### src/common/rcto_defines.svh
`ifndef RCTO_DEFINES_SVH
`define RCTO_DEFINES_SVH

// register indices; byte address is four times the index
`define RCTO_IDX_STATUS   12'h003
`define RCTO_IDX_POWER_CONTROL     12'h08e
`define RCTO_IDX_INTEN    12'h040
`define RCTO_IDX_INTFLAG  12'h041

// core status bit positions
`define RCTO_ST_TO        4
`define RCTO_ST_PD        3
`define RCTO_ST_UPPER_HI  7
`define RCTO_ST_UPPER_LO  5
`define RCTO_ST_WMASK     8'he7

// power control bit positions
`define RCTO_PC_ULP       5
`define RCTO_PC_SBO       4
`define RCTO_PC_POR       1
`define RCTO_PC_BOR       0
`define RCTO_PC_WMASK     8'h33

// values taken at asynchronous (power-on) reset
`define RCTO_STATUS_RST   8'h18
`define RCTO_POWER_CONTROL_RST     8'h10
`define RCTO_BYTE_ZERO    8'h00

// start-up timing, in ticks of the timing oscillators
`define RCTO_POWERUP_DELAY_TIMER_MS      64
`define RCTO_LFO_KHZ      31
`define RCTO_POWERUP_DELAY_TIMER_TICKS   (`RCTO_POWERUP_DELAY_TIMER_MS * `RCTO_LFO_KHZ)
`define RCTO_OST_TICKS    1024
`define RCTO_CNT_W        11

// bus answers
`define RCTO_RESP_OKAY    2'h0
`define RCTO_RESP_DECERR  2'h3

`endif

### src/common/rcto_pkg.sv
package rcto_pkg;

  // oscillator configuration
  typedef enum logic [2:0] {
    OSC_CRYSTAL_LOW    = 3'h0,
    OSC_CRYSTAL_MEDIUM = 3'h1,
    OSC_CRYSTAL_HIGH   = 3'h2,
    OSC_RESISTOR_CAP   = 3'h3,
    OSC_EXTERNAL_CLOCK = 3'h4,
    OSC_INTERNAL       = 3'h5
  } rcto_osc_t;

  // brown-out mode selection
  typedef enum logic [1:0] {
    BOR_OFF      = 2'h0,
    BOR_SOFTWARE = 2'h1,
    BOR_NO_SLEEP = 2'h2,
    BOR_ON       = 2'h3
  } rcto_bor_t;

  // start-up sequencer states, one-hot
  typedef enum logic [3:0] {
    ST_START = 4'h1,
    ST_POWERUP_DELAY_TIMER  = 4'h2,
    ST_OST   = 4'h4,
    ST_RUN   = 4'h8
  } rcto_state_t;

  // configuration word fields
  typedef struct packed {
    rcto_osc_t oscMode;
    logic      powerupDelayDisableN;
    rcto_bor_t brownoutModeSel;
  } rcto_cfg_t;

  // reset and wake causes from the core
  typedef struct packed {
    logic powerOn;
    logic brownout;
    logic watchdogTimer;
    logic intWake;
    logic sleepEnter;
  } rcto_evt_t;

endpackage

### src/verilog/rcto_top.sv
// Contract
// - a power control register at 8Eh holds two last-reset cause flags.
// - the brown-out flag in bit 0 is unknown after power-on; sw sets it.
// - a brown-out reset clears the active-low brown-out flag to 0.
// - with brown-out mode 00 the brown-out flag is a don't-care.
// - the power-on flag in bit 1 clears on power-on only.
// - start-up delay depends on oscillator mode and power-up timer enable.
// - power-on and brown-out resets set flags as tabulated.
// - pin reset keeps flags, watchdog reset clears timeout, wake both.
// - pin reset in sleep sets timeout and clears power-down.
// - power control bits 5,4,1,0 reset to 01qq or 0uuu.
// - status resets to 0001 1xxx or 000q quuu.
// - pc low byte clears on resets and takes pc plus one on wake.
// - the power-up timer holds reset 64 ms from the 31 kHz oscillator.
// - in brown-out mode 01 the software enable switches detection.
`timescale 1ns/1ps
`default_nettype none
`include "rcto_defines.svh"

module rcto_top
  import rcto_pkg::*;
(
  input  wire logic        core_clk,        // core clock, 10 MHz
  input  wire logic        rst_n,           // async reset, power-on
  input  wire rcto_cfg_t   cfg,             // configuration word
  input  wire rcto_evt_t   evt,             // one-cycle cause pulses
  input  wire logic        master_clear_n,  // external reset pin
  input  wire logic        lfoscClk,        // 31 kHz oscillator
  input  wire logic        oscClk,          // main oscillator pin
  input  wire logic [7:0]  pcCurrent,       // current pc low byte
  input  wire logic [7:0]  intFlagSet,      // interrupt flag pulses
  output logic             coreHold,        // core kept in reset
  output logic             brownoutDetectEn,// brown-out detect on
  output logic [7:0]       pcLowByte,       // pc low byte
  output logic [7:0]       intEnable,       // interrupt enables
  output logic             asleep,          // core sleeping
  input  wire logic [13:0] s_axi_awaddr,    // write address
  input  wire logic        s_axi_awvalid,   // write address valid
  output logic             s_axi_awready,   // write address ready
  input  wire logic [31:0] s_axi_wdata,     // write data
  input  wire logic [3:0]  s_axi_wstrb,     // write strobes
  input  wire logic        s_axi_wvalid,    // write data valid
  output logic             s_axi_wready,    // write data ready
  output logic [1:0]       s_axi_bresp,     // write response
  output logic             s_axi_bvalid,    // write response valid
  input  wire logic        s_axi_bready,    // write response ready
  input  wire logic [13:0] s_axi_araddr,    // read address
  input  wire logic        s_axi_arvalid,   // read address valid
  output logic             s_axi_arready,   // read address ready
  output logic [31:0]      s_axi_rdata,     // read data
  output logic [1:0]       s_axi_rresp,     // read response
  output logic             s_axi_rvalid,    // read data valid
  input  wire logic        s_axi_rready     // read data ready
);

  // word index of a byte address
  function automatic logic [11:0] wordIdx(input logic [13:0] a);
    return a[13:2];
  endfunction

  // true for an implemented register index
  function automatic logic isMapped(input logic [11:0] i);
    return (i == `RCTO_IDX_STATUS) || (i == `RCTO_IDX_POWER_CONTROL) ||
           (i == `RCTO_IDX_INTEN) || (i == `RCTO_IDX_INTFLAG);
  endfunction

  // pin synchronisers: master_clear_n, slow oscillator, main oscillator
  logic [2:0] pinRaw;
  logic [2:0] syncA_reg;
  logic [2:0] syncB_reg;
  logic [2:0] syncPrev_reg;
  assign pinRaw = {oscClk, lfoscClk, master_clear_n};

  genvar g;
  generate
    for (g = 0; g < 3; g++) begin : gSync
      // master_clear_n idles high so no false edge appears after reset
      always_ff @(posedge core_clk or negedge rst_n) begin
        if (!rst_n) begin
          syncA_reg[g]    <= (g == 0);
          syncB_reg[g]    <= (g == 0);
          syncPrev_reg[g] <= (g == 0);
        end else begin
          syncA_reg[g]    <= pinRaw[g];
          syncB_reg[g]    <= syncA_reg[g];
          syncPrev_reg[g] <= syncB_reg[g];
        end
      end
    end
  endgenerate

  logic mclrFall;
  logic lfoTick;
  logic oscTick;
  assign mclrFall = syncPrev_reg[0] & ~syncB_reg[0];
  assign lfoTick  = syncB_reg[1] & ~syncPrev_reg[1];
  assign oscTick  = syncB_reg[2] & ~syncPrev_reg[2];

  // registers
  logic [7:0]  status_reg,  status_next;
  logic [7:0]  power_control_reg,    power_control_next;
  logic [7:0]  intEn_reg,   intEn_next;
  logic [7:0]  intFlag_reg, intFlag_next;
  logic [7:0]  pcl_reg,     pcl_next;
  logic        asleep_reg,  asleep_next;
  rcto_state_t state_reg,   state_next;
  logic [`RCTO_CNT_W-1:0] cnt_reg, cnt_next;

  // brown-out detect enable by mode
  assign brownoutDetectEn =
      (cfg.brownoutModeSel == BOR_ON) |
      ((cfg.brownoutModeSel == BOR_SOFTWARE) &
       power_control_reg[`RCTO_PC_SBO]) |
      ((cfg.brownoutModeSel == BOR_NO_SLEEP) & ~asleep_reg);

  // cause decode; power-on outranks brown-out outranks the rest
  logic porHit, borHit, wdtReset, wdtWake, mclrRun, mclrSleep;
  logic intWakeHit, anyReset, wake, sleepHit;
  assign porHit     = evt.powerOn;
  assign borHit     = evt.brownout & brownoutDetectEn & ~porHit;
  assign wdtReset   = evt.watchdogTimer & ~asleep_reg;
  assign wdtWake    = evt.watchdogTimer & asleep_reg;
  assign mclrRun    = mclrFall & ~asleep_reg;
  assign mclrSleep  = mclrFall & asleep_reg;
  assign intWakeHit = evt.intWake & asleep_reg;
  assign anyReset   = porHit | borHit | wdtReset | mclrFall;
  assign wake       = (wdtWake | intWakeHit) & ~anyReset;
  assign sleepHit   = evt.sleepEnter & ~asleep_reg & ~anyReset;

  // crystal modes need the oscillator start-up count
  logic isCrystal;
  logic pwrtEnabled;
  assign isCrystal   = (cfg.oscMode == OSC_CRYSTAL_LOW) |
                       (cfg.oscMode == OSC_CRYSTAL_MEDIUM) |
                       (cfg.oscMode == OSC_CRYSTAL_HIGH);
  assign pwrtEnabled = ~cfg.powerupDelayDisableN;

  // bus write channel capture
  logic        awHeld_reg, wHeld_reg, bValid_reg;
  logic [13:0] awAddr_reg;
  logic [31:0] wData_reg;
  logic [3:0]  wStrb_reg;
  logic [1:0]  bResp_reg;
  logic        wrFire;
  logic        wrLane0;
  logic [11:0] wrIdx;
  assign wrFire  = awHeld_reg & wHeld_reg & ~bValid_reg;
  assign wrIdx   = wordIdx(awAddr_reg);
  assign wrLane0 = wrFire & wStrb_reg[0];

  logic wrStatus, wrPcon, wrIntEn, wrIntFlag;
  assign wrStatus  = wrLane0 & (wrIdx == `RCTO_IDX_STATUS);
  assign wrPcon    = wrLane0 & (wrIdx == `RCTO_IDX_POWER_CONTROL);
  assign wrIntEn   = wrLane0 & (wrIdx == `RCTO_IDX_INTEN);
  assign wrIntFlag = wrLane0 & (wrIdx == `RCTO_IDX_INTFLAG);

  logic [7:0] wByte;
  logic [7:0] statusSw;
  logic [7:0] pconSw;
  assign wByte    = wData_reg[7:0];
  assign statusSw = wrStatus ?
      ((status_reg & ~`RCTO_ST_WMASK) | (wByte & `RCTO_ST_WMASK)) :
      status_reg;
  assign pconSw   = wrPcon ?
      ((power_control_reg & ~`RCTO_PC_WMASK) | (wByte & `RCTO_PC_WMASK)) :
      power_control_reg;

  // flag update: hardware causes override a same-cycle software write
  always_comb begin
    status_next = statusSw;
    power_control_next   = pconSw;
    asleep_next = asleep_reg;
    if (anyReset) begin
      status_next[`RCTO_ST_UPPER_HI:`RCTO_ST_UPPER_LO] = 3'h0;
      power_control_next[`RCTO_PC_ULP] = 1'b0;
      asleep_next = 1'b0;
    end
    if (porHit) begin
      power_control_next[`RCTO_PC_POR]  = 1'b0;
      power_control_next[`RCTO_PC_SBO]  = 1'b1;
      status_next[`RCTO_ST_TO] = 1'b1;
      status_next[`RCTO_ST_PD] = 1'b1;
    end else if (borHit) begin
      power_control_next[`RCTO_PC_BOR]  = 1'b0;
      power_control_next[`RCTO_PC_SBO]  = 1'b1;
      status_next[`RCTO_ST_TO] = 1'b1;
      status_next[`RCTO_ST_PD] = 1'b1;
    end else if (wdtReset) begin
      status_next[`RCTO_ST_TO] = 1'b0;
    end else if (mclrSleep) begin
      status_next[`RCTO_ST_TO] = 1'b1;
      status_next[`RCTO_ST_PD] = 1'b0;
    end else if (wdtWake) begin
      status_next[`RCTO_ST_TO] = 1'b0;
      status_next[`RCTO_ST_PD] = 1'b0;
      asleep_next = 1'b0;
    end else if (intWakeHit) begin
      status_next[`RCTO_ST_TO] = 1'b1;
      status_next[`RCTO_ST_PD] = 1'b0;
      asleep_next = 1'b0;
    end else if (sleepHit) begin
      status_next[`RCTO_ST_TO] = 1'b1;
      status_next[`RCTO_ST_PD] = 1'b0;
      asleep_next = 1'b1;
    end
  end

  // pc low byte and interrupt registers
  assign pcl_next = anyReset ? `RCTO_BYTE_ZERO :
                    wake ? 8'(pcCurrent + 8'h01) : pcCurrent;
  assign intEn_next = anyReset ? `RCTO_BYTE_ZERO :
                      wrIntEn ? wByte : intEn_reg;
  // write 1 clears a flag; a new set in the same cycle wins
  assign intFlag_next = anyReset ? `RCTO_BYTE_ZERO :
      ((intFlag_reg & ~(wrIntFlag ? wByte : 8'h00)) | intFlagSet);

  // start-up sequencer
  logic pwrtDone;
  logic ostDone;
  assign pwrtDone = lfoTick &
      (cnt_reg == `RCTO_CNT_W'(`RCTO_POWERUP_DELAY_TIMER_TICKS - 1));
  assign ostDone  = oscTick &
      (cnt_reg == `RCTO_CNT_W'(`RCTO_OST_TICKS - 1));

  always_comb begin
    state_next = state_reg;
    cnt_next   = cnt_reg;
    case (state_reg)
      ST_START: begin
        cnt_next = '0;
        if (pwrtEnabled) begin
          state_next = ST_POWERUP_DELAY_TIMER;
        end else if (isCrystal) begin
          state_next = ST_OST;
        end else begin
          state_next = ST_RUN;
        end
      end
      ST_POWERUP_DELAY_TIMER: begin
        if (pwrtDone) begin
          cnt_next   = '0;
          state_next = isCrystal ? ST_OST : ST_RUN;
        end else if (lfoTick) begin
          cnt_next = cnt_reg + 1'b1;
        end
      end
      ST_OST: begin
        if (ostDone) begin
          cnt_next   = '0;
          state_next = ST_RUN;
        end else if (oscTick) begin
          cnt_next = cnt_reg + 1'b1;
        end
      end
      ST_RUN: begin
        if (wake && isCrystal) begin
          cnt_next   = '0;
          state_next = ST_OST;
        end
      end
      default: begin
        state_next = ST_START;
      end
    endcase
    // power-up timer restarts on power-on or brown-out
    if (porHit | borHit) begin
      state_next = ST_START;
    end
  end

  assign coreHold = (state_reg != ST_RUN) | anyReset;

  // register flip-flops; reset is treated as a power-on
  always_ff @(posedge core_clk or negedge rst_n) begin
    if (!rst_n) begin
      status_reg  <= `RCTO_STATUS_RST;
      power_control_reg    <= `RCTO_POWER_CONTROL_RST;
      intEn_reg   <= `RCTO_BYTE_ZERO;
      intFlag_reg <= `RCTO_BYTE_ZERO;
      pcl_reg     <= `RCTO_BYTE_ZERO;
      asleep_reg  <= 1'b0;
      state_reg   <= ST_START;
      cnt_reg     <= '0;
    end else begin
      status_reg  <= status_next;
      power_control_reg    <= power_control_next;
      intEn_reg   <= intEn_next;
      intFlag_reg <= intFlag_next;
      pcl_reg     <= pcl_next;
      asleep_reg  <= asleep_next;
      state_reg   <= state_next;
      cnt_reg     <= cnt_next;
    end
  end

  assign pcLowByte = pcl_reg;
  assign intEnable = intEn_reg;
  assign asleep    = asleep_reg;

  // bus write path: address and data taken in either order
  always_ff @(posedge core_clk or negedge rst_n) begin
    if (!rst_n) begin
      awHeld_reg <= 1'b0;
      wHeld_reg  <= 1'b0;
      bValid_reg <= 1'b0;
      awAddr_reg <= '0;
      wData_reg  <= '0;
      wStrb_reg  <= '0;
      bResp_reg  <= `RCTO_RESP_OKAY;
    end else begin
      if (s_axi_awvalid && s_axi_awready) begin
        awHeld_reg <= 1'b1;
        awAddr_reg <= s_axi_awaddr;
      end
      if (s_axi_wvalid && s_axi_wready) begin
        wHeld_reg <= 1'b1;
        wData_reg <= s_axi_wdata;
        wStrb_reg <= s_axi_wstrb;
      end
      if (wrFire) begin
        awHeld_reg <= 1'b0;
        wHeld_reg  <= 1'b0;
        bValid_reg <= 1'b1;
        bResp_reg  <= isMapped(wrIdx) ? `RCTO_RESP_OKAY :
                                        `RCTO_RESP_DECERR;
      end else if (s_axi_bready) begin
        bValid_reg <= 1'b0;
      end
    end
  end

  assign s_axi_awready = ~awHeld_reg;
  assign s_axi_wready  = ~wHeld_reg;
  assign s_axi_bvalid  = bValid_reg;
  assign s_axi_bresp   = bResp_reg;

  // bus read path: one cycle to data; unmapped reads return zero
  logic [11:0] rdIdx;
  logic [7:0]  rdByte;
  logic        rValid_reg;
  logic [31:0] rData_reg;
  logic [1:0]  rResp_reg;
  assign rdIdx  = wordIdx(s_axi_araddr);
  assign rdByte = (rdIdx == `RCTO_IDX_STATUS)  ? status_reg :
                  (rdIdx == `RCTO_IDX_POWER_CONTROL)    ? power_control_reg :
                  (rdIdx == `RCTO_IDX_INTEN)   ? intEn_reg :
                  (rdIdx == `RCTO_IDX_INTFLAG) ? intFlag_reg :
                                                 `RCTO_BYTE_ZERO;

  always_ff @(posedge core_clk or negedge rst_n) begin
    if (!rst_n) begin
      rValid_reg <= 1'b0;
      rData_reg  <= '0;
      rResp_reg  <= `RCTO_RESP_OKAY;
    end else if (s_axi_arvalid && s_axi_arready) begin
      rValid_reg <= 1'b1;
      rData_reg  <= {24'h000000, rdByte};
      rResp_reg  <= isMapped(rdIdx) ? `RCTO_RESP_OKAY :
                                      `RCTO_RESP_DECERR;
    end else if (s_axi_rready) begin
      rValid_reg <= 1'b0;
    end
  end

  assign s_axi_arready = ~rValid_reg;
  assign s_axi_rvalid  = rValid_reg;
  assign s_axi_rdata   = rData_reg;
  assign s_axi_rresp   = rResp_reg;
endmodule // rcto_top

`default_nettype wire
### config.mk
export PLATFORM = sky130hd
export DESIGN_NAME = rcto_top
export DESIGN_NICKNAME = d
export VERILOG_FILES = /design/src/common/rcto_pkg.sv /design/src/verilog/rcto_top.sv
export VERILOG_INCLUDE_DIRS = /design/src /design/src/common
export SDC_FILE = /design/constraint.sdc
export NUM_CORES = 1
export LEC_CHECK = 0
export BUFFER_PORTS_ARGS = -buffer_cell sky130_fd_sc_hd__buf_2
export CAP_MARGIN = 25
export CORE_AREA = 2 2 112 114
export CTS_BUF_LIST = sky130_fd_sc_hd__clkbuf_8
export DETAILED_ROUTE_END_ITERATION = 8
export DIE_AREA = 0 0 114 116
export GPL_ROUTABILITY_DRIVEN = 0
export PLACE_DENSITY = 0.74
export SLEW_MARGIN = 0
export SYNTH_ARGS = -nofsm -noshare
export SYNTH_HDL_FRONTEND = slang
export SYNTH_SLANG_ARGS = --single-unit
export TNS_END_PERCENT = 1
### constraint.sdc
create_clock -name core_clk -period 5.2 [get_ports core_clk]
set_input_delay 0.52 -clock core_clk [delete_from_list [all_inputs] [get_ports core_clk]]
set_output_delay 0.52 -clock core_clk [all_outputs]
set_load 0.02 [all_outputs]
==> out/summary.txt, run 1 <==
antenna violations before repair -> 0
Clk Latency, worst-skew pair -> 0.37 ns
Fin. Hold Viols -> 0
row count -> 40
Iteration-0 DRC Markers -> 198
Pre-Repair DR Iteration Count -> 4
status -> complete, no violations
total routed wirelength -> 10,810 µm
PwrDens -> 329.0 nW/µm²
crit start category -> flop
Commonest cells post-synth -> dfrtp_1, nor2_1, nand2_1, buf_4, mux2_2
synthesized cell area -> 4795 µm²
drt via density -> 5.293
Achievable Freq -> 0.3710 GHz
clk buf depth -> 2
area grow syn2layout -> 16.10%
first-pass GRT wire length -> 17,390 µm
cell total after placement -> 684
crit path max fanout -> 9
slack of the worst reg-to-reg path -> 2.86 ns
reg2reg end -> cnt_reg[0]
minimum clock period -> 2.695 ns
post-CTS sizing -> 0
worst slack, placed -> 2.685 ns
Avg Cell Area, Syn -> 10.77 µm²
HP Class -> input pin to async pin
Lkg Pwr -> 2.588 nW
post-DP HPWL -> 8162 µm
Port Buffers -> 105
gr ovfl total -> 0
worst slew pin tran -> 1.032 ns
Max Clock Skew -> 0.008853 ns
CP top delay family -> simple AND/OR/NAND/NOR gates
Setup Crit Path Kind -> flop to output port
die width -> 114 µm
Final Util -> 46.73%
global-route usage over all layers -> 16.79%
Yosys reg bits -> 96
Yosys warnings -> 0
Synth async-reset ratio -> 100.0%
core box area -> 11,910 µm²
Synth area leader -> dfrtp_1
DR top layer -> met4
ANT nets after route -> 0
total CTS buffers -> 9
DIE AREA -> 13,220 µm²
Bufs and invs on worst path -> 1
Yosys top cell area share -> 46.45%
number of H-tree levels -> 3
final net count -> 653
CP max stage delay -> 0.53 ns
Critical Path End Type -> output port
Post-Layout Cell Count -> 702
WL per Instance -> 15.40 µm
required time worst endpoint -> 4.68 ns
most frequent cell after synthesis -> dfrtp_1
Setup Viol. Count Final -> 0
starting density of the core -> 40.25%
RSZ-0062 raised after global routing -> no
Metal-1 WL -> 4669 µm
Crit Reg-Reg Startpoint -> cnt_reg[0]
top cells by area, synth -> dfrtp_1, mux2_2, buf_4
Post-synth EDFFs -> 0
crit-path cells -> nand2b_1 > a31o_2 > nor2_1 > nand2_1 > buf_2
max-slew violation count -> 0
CTS tree -> built
setup ws final -> 2.505 ns
routed via count -> 3,716
met2 wire length -> 5262 µm
DR DRC count -> 0
Netlist cell types -> 67
ys flop type -> dfrtp_1
fraction of the cycle the final worst path needs -> 51.83%
max_slew headroom -> 31.04%
Post-Synthesis Cells -> 445
largest net degree at the start of global routing -> 78
Seq/Total Area, Yosys -> 50.29%
VDD IR-drop max -> 0.2395 mV
Root Driver -> clkbuf_8
clk sinks -> 96
Arr. time, crit path -> 2.18 ns
TNS Setup -> 0 ns
FF-to-FF path depth -> 6
Boundary Pins -> 161
layout cell share with drive strength beyond 1 -> 30.45%
setup bufs post-CTS -> 0
WL met3 -> 572 µm
max FFs per register -> 12
Max-Cap Viols -> 0
n_diodes -> 0
CTS clk-pin slew, worst paths -> 0.10 ns
CP max stage cell -> nor2_1
vias in the first global route -> 3,574
Die H -> 116 µm
CTS Hold Bufs -> 0
per-layer routing:
layer  global-route usage [%]  up-vias
met5                        0        -
met4                    8.049        0
met3                    2.720       24
met2                    28.81      134
met1                    20.80     1788
li1                         -     1770
how the worst max path moves through the flow:
stage	start	end	depth (start not counted)
6_report	asleep	coreHold	5
4_1_cts	asleep	coreHold	5
2_1_floorplan	cnt_reg[0]	cnt_reg[4]	6
3_5_place_dp	cfg[0]	coreHold	6
3_3_place_gp	cfg[0]	coreHold	6
5_1_grt	asleep	coreHold	5
cells in the final DEF, fill, tap and decap left out, types with 5 or more instances in the layout:
master | Yosys | final
inv_6 | 0 | 6
dfrtp_1 | 89 | 89
mux2i_1 | 17 | 17
o21ai_0 | 20 | 20
mux2_2 | 23 | 23
a21oi_1 | 10 | 10
nor2_1 | 45 | 45
buf_2 | 1 | 104
clkbuf_8 | 0 | 9
inv_1 | 19 | 19
dfstp_2 | 7 | 7
nor3_1 | 12 | 12
conb_1 | 1 | 24
a22o_1 | 16 | 16
nand3_1 | 7 | 7
a31oi_1 | 10 | 10
o211ai_1 | 5 | 5
xor2_1 | 5 | 5
nor2b_1 | 7 | 7
nand2_1 | 30 | 30
nand2b_1 | 8 | 8
kinds of logic after synthesis:
group	after synthesis	share of synthesized area (%)
mux	41	9.186
xor+xnor	8	1.461
buf+inv	56	6.941
simple gates	145	17.20
compound gates	96	14.33
other cells	1	0.07821
flops	96	50.29
fa+ha+maj	2	0.5218
metrics by stage:
step	hold slack [ns]	total power, mW	cell area, µm²
6_report	0.01000	1.831	5567
2_1_floorplan	0.2244	1.255	4881
3_3_place_gp	0.3351	1.347	5339
3_5_place_dp	0.3364	1.371	5339
4_1_cts	0.003604	1.852	5532
5_1_grt	0.01029	1.949	5567
power by group:
| part | internal (mW) | switching (mW) |
|---|---|---|
| combinational | 0.179 | 0.210 |
| clock | 0.188 | 0.290 |
| sequential | 0.863 | 0.101 |
layout make-up:
type                       count  area [µm²]
timing repair buffer         108       570.5
multi-input combinational    316        2137
sequential                    96        2411
clock buffer                   9       123.9
tap                          147       183.9
clock inverter                 7       68.82
inverter                      19       71.32
fill                        1115        6345
No activity file was read; power rests on OpenSTA's default activity.
==> run 2, diff against run 1 <==
PLACE_DENSITY = 0.76   (was 0.74)
clock period = 2.29 ns   (was 5.2 ns; I/O delays follow)
==> run 2 against run 1 <==
Effect of this change:
- routed wire length is 2.7% higher
- via count is 0.57% higher
- critical path type is now flop to flop
- design area is 2.2% higher
==> out/summary.txt, run 2 (same netlist as run 1, synthesis figures left out) <==
VDD IR-drop max -> 0.5054 mV (+110%)
Clk Latency, worst-skew pair -> 0.37 ns (about the same)
Pre-Repair DR Iteration Count -> 4 (unchanged)
most common cell after layout, fill and taps aside -> buf_2
CP max stage delay -> 0.46 ns (-0.07 ns)
fraction of the cycle the final worst path needs -> 91.50%
crit start category -> flop
FF-to-FF path depth -> 6 (unchanged)
post-DP HPWL -> 8350 µm (+2.3%)
PnR Total Power -> 4.196 mW (+130%)
clk sinks -> 96 (unchanged)
CTS clk-pin slew, worst paths -> 0.09 ns (about the same)
Lkg Pwr -> 2.661 nW (+2.8%)
Cell Area, Placed -> 5449 µm² (+2.1%)
Setup Viol. Count Final -> 0 (unchanged)
crit path max fanout -> 10 (+1)
Port Buffers -> 105 (unchanged)
minimum clock period -> 2.095 ns
Bufs and invs on worst path -> 0 (-1)
n_diodes -> 0 (unchanged)
RSZ-0062 raised after global routing -> no
row count -> 40 (unchanged)
Hold Slack -> 0.03632 ns (+0.02632 ns)
max-slew violation count -> 0 (unchanged)
Critical Path Stages -> 6 (+1)
Arr. time, crit path -> 2.35 ns (+0.17 ns)
Fin. Hold Viols -> 0 (unchanged)
Achievable Freq -> 0.4772 GHz
total routed wirelength -> 11,100 µm (+2.7%)
max FFs per register -> 12 (unchanged)
Iteration-0 DRC Markers -> 241 (+22%)
starting density of the core -> 40.25% (unchanged)
final net count -> 668 (+2.3%)
drt via density -> 5.212 (-1.5%)
Hold Crit Depth -> 2
CTS tree -> built
Critical Path End Type -> flop
Setup Crit Path Kind -> flop to flop
total CTS buffers -> 9 (unchanged)
layout cell share with drive strength beyond 1 -> 31.75% (+1.3 points)
die width -> 114 µm (unchanged)
Die H -> 116 µm (unchanged)
cell total after placement -> 697 (+1.9%)
area grow syn2layout -> 18.71%
TNS Setup -> 0 ns (unchanged)
status -> complete, no violations
Max-Cap Viols -> 0 (unchanged)
commonest cells after routing, fill and taps aside -> buf_2, dfrtp_1, nor2_1, nand2_1, conb_1
gr ovfl total -> 0 (unchanged)
CP top delay family -> compound AO/OA/AOI/OAI gates
routed via count -> 3,737 (+0.57%)
Boundary Pins -> 161 (unchanged)
first-pass GRT wire length -> 17,850 µm (+2.7%)
antenna violations before repair -> 0 (unchanged)
DIE AREA -> 13,220 µm² (unchanged)
max_slew headroom -> 58.82% (+28 points)
Post-Layout Cell Count -> 717 (+2.1%)
vias in the first global route -> 3,615 (+1.1%)
Max Clock Skew -> 0.01063 ns (+0.001778 ns)
DR DRC count -> 0 (unchanged)
required time worst endpoint -> 2.54 ns (-2.14 ns)
global-route usage over all layers -> 17.38% (+0.59 points)
largest net degree at the start of global routing -> 50 (-36%)
CP max stage cell -> o41a_1
design area -> 5692 µm² (+2.2%)
number of H-tree levels -> 3 (unchanged)
WL per Instance -> 15.48 µm (+0.52%)
clk buf depth -> 2 (unchanged)
crit-path cells -> ha_1 > nand3_2 > o41a_1 > o21ba_2 > nor3_4 > mux2_1
core box area -> 11,910 µm² (unchanged)
PwrDens -> 737.2 nW/µm² (+120%)
setup bufs post-CTS -> 0 (unchanged)
Root Driver -> clkbuf_8
worst slew pin tran -> 0.6177 ns (-0.4147 ns)
HP Class -> input pin to flop
ANT nets after route -> 0 (unchanged)
run 2: cell types whose count changed in the layout (fill, tap and decap cells not counted), sizes merged:
cell	previous run	this run
clkinvlp	0	1
buf	107	119
inv	25	20
dlygate4sd3	0	4
clkbuf	10	13
run 2: worst paths after layout:
check                                   from             to  slack [ns]
max in group asynchronous              rst_n  status_reg[3]        1.13
worst min register to register  syncA_reg[2]   syncB_reg[2]        0.35
worst min-delay path            s_axi_bready   s_axi_bvalid        0.04
worst max-delay path              cnt_reg[0]     cnt_reg[0]        0.19
worst max register to register    cnt_reg[0]     cnt_reg[0]        0.19
min in group asynchronous              rst_n     cnt_reg[4]        0.41
run 2: metrics by stage:
step / util [%] / setup slack (ns)
final: 47.78 / 0.1946
after global routing: 47.78 / 0.04043
after CTS: 47.74 / 0.06141
after detailed placement: 45.75 / 0.1070
after global placement: 45.75 / 0.1872
after floorplan: - / 0.3141
run 2: layout make-up:
type,count,area (µm²)
clock buffers,13,178.9
clock inverters,3,16.27
fillers,1134,6220
inverters,19,71.32
multi-input cells,316,2145
flip-flops and latches,96,2411
well taps,147,183.9
repair buffers,123,685.7
run 2: repair_timing:
item,in CTS,in global routing
endpoints found under the setup margin,1,2
resized for setup,1,2
hold endpoints to repair,46,0
hold buffers,4,0
run 2: power breakdown:
part	switching (mW)	leakage, nW	internal, mW	total, mW
clock	0.576	0.103	0.509	1.08
sequential	0.239	1.24	1.96	2.20
combinational	0.487	1.32	0.424	0.912
run 2: per-layer routing:
layer / routed length (µm) / track usage, %
met1: 4840 / 22.83
met2: 5249 / 27.38
met3: 701 / 4.341
met4: 310 / 7.724
met5: 0 / 0
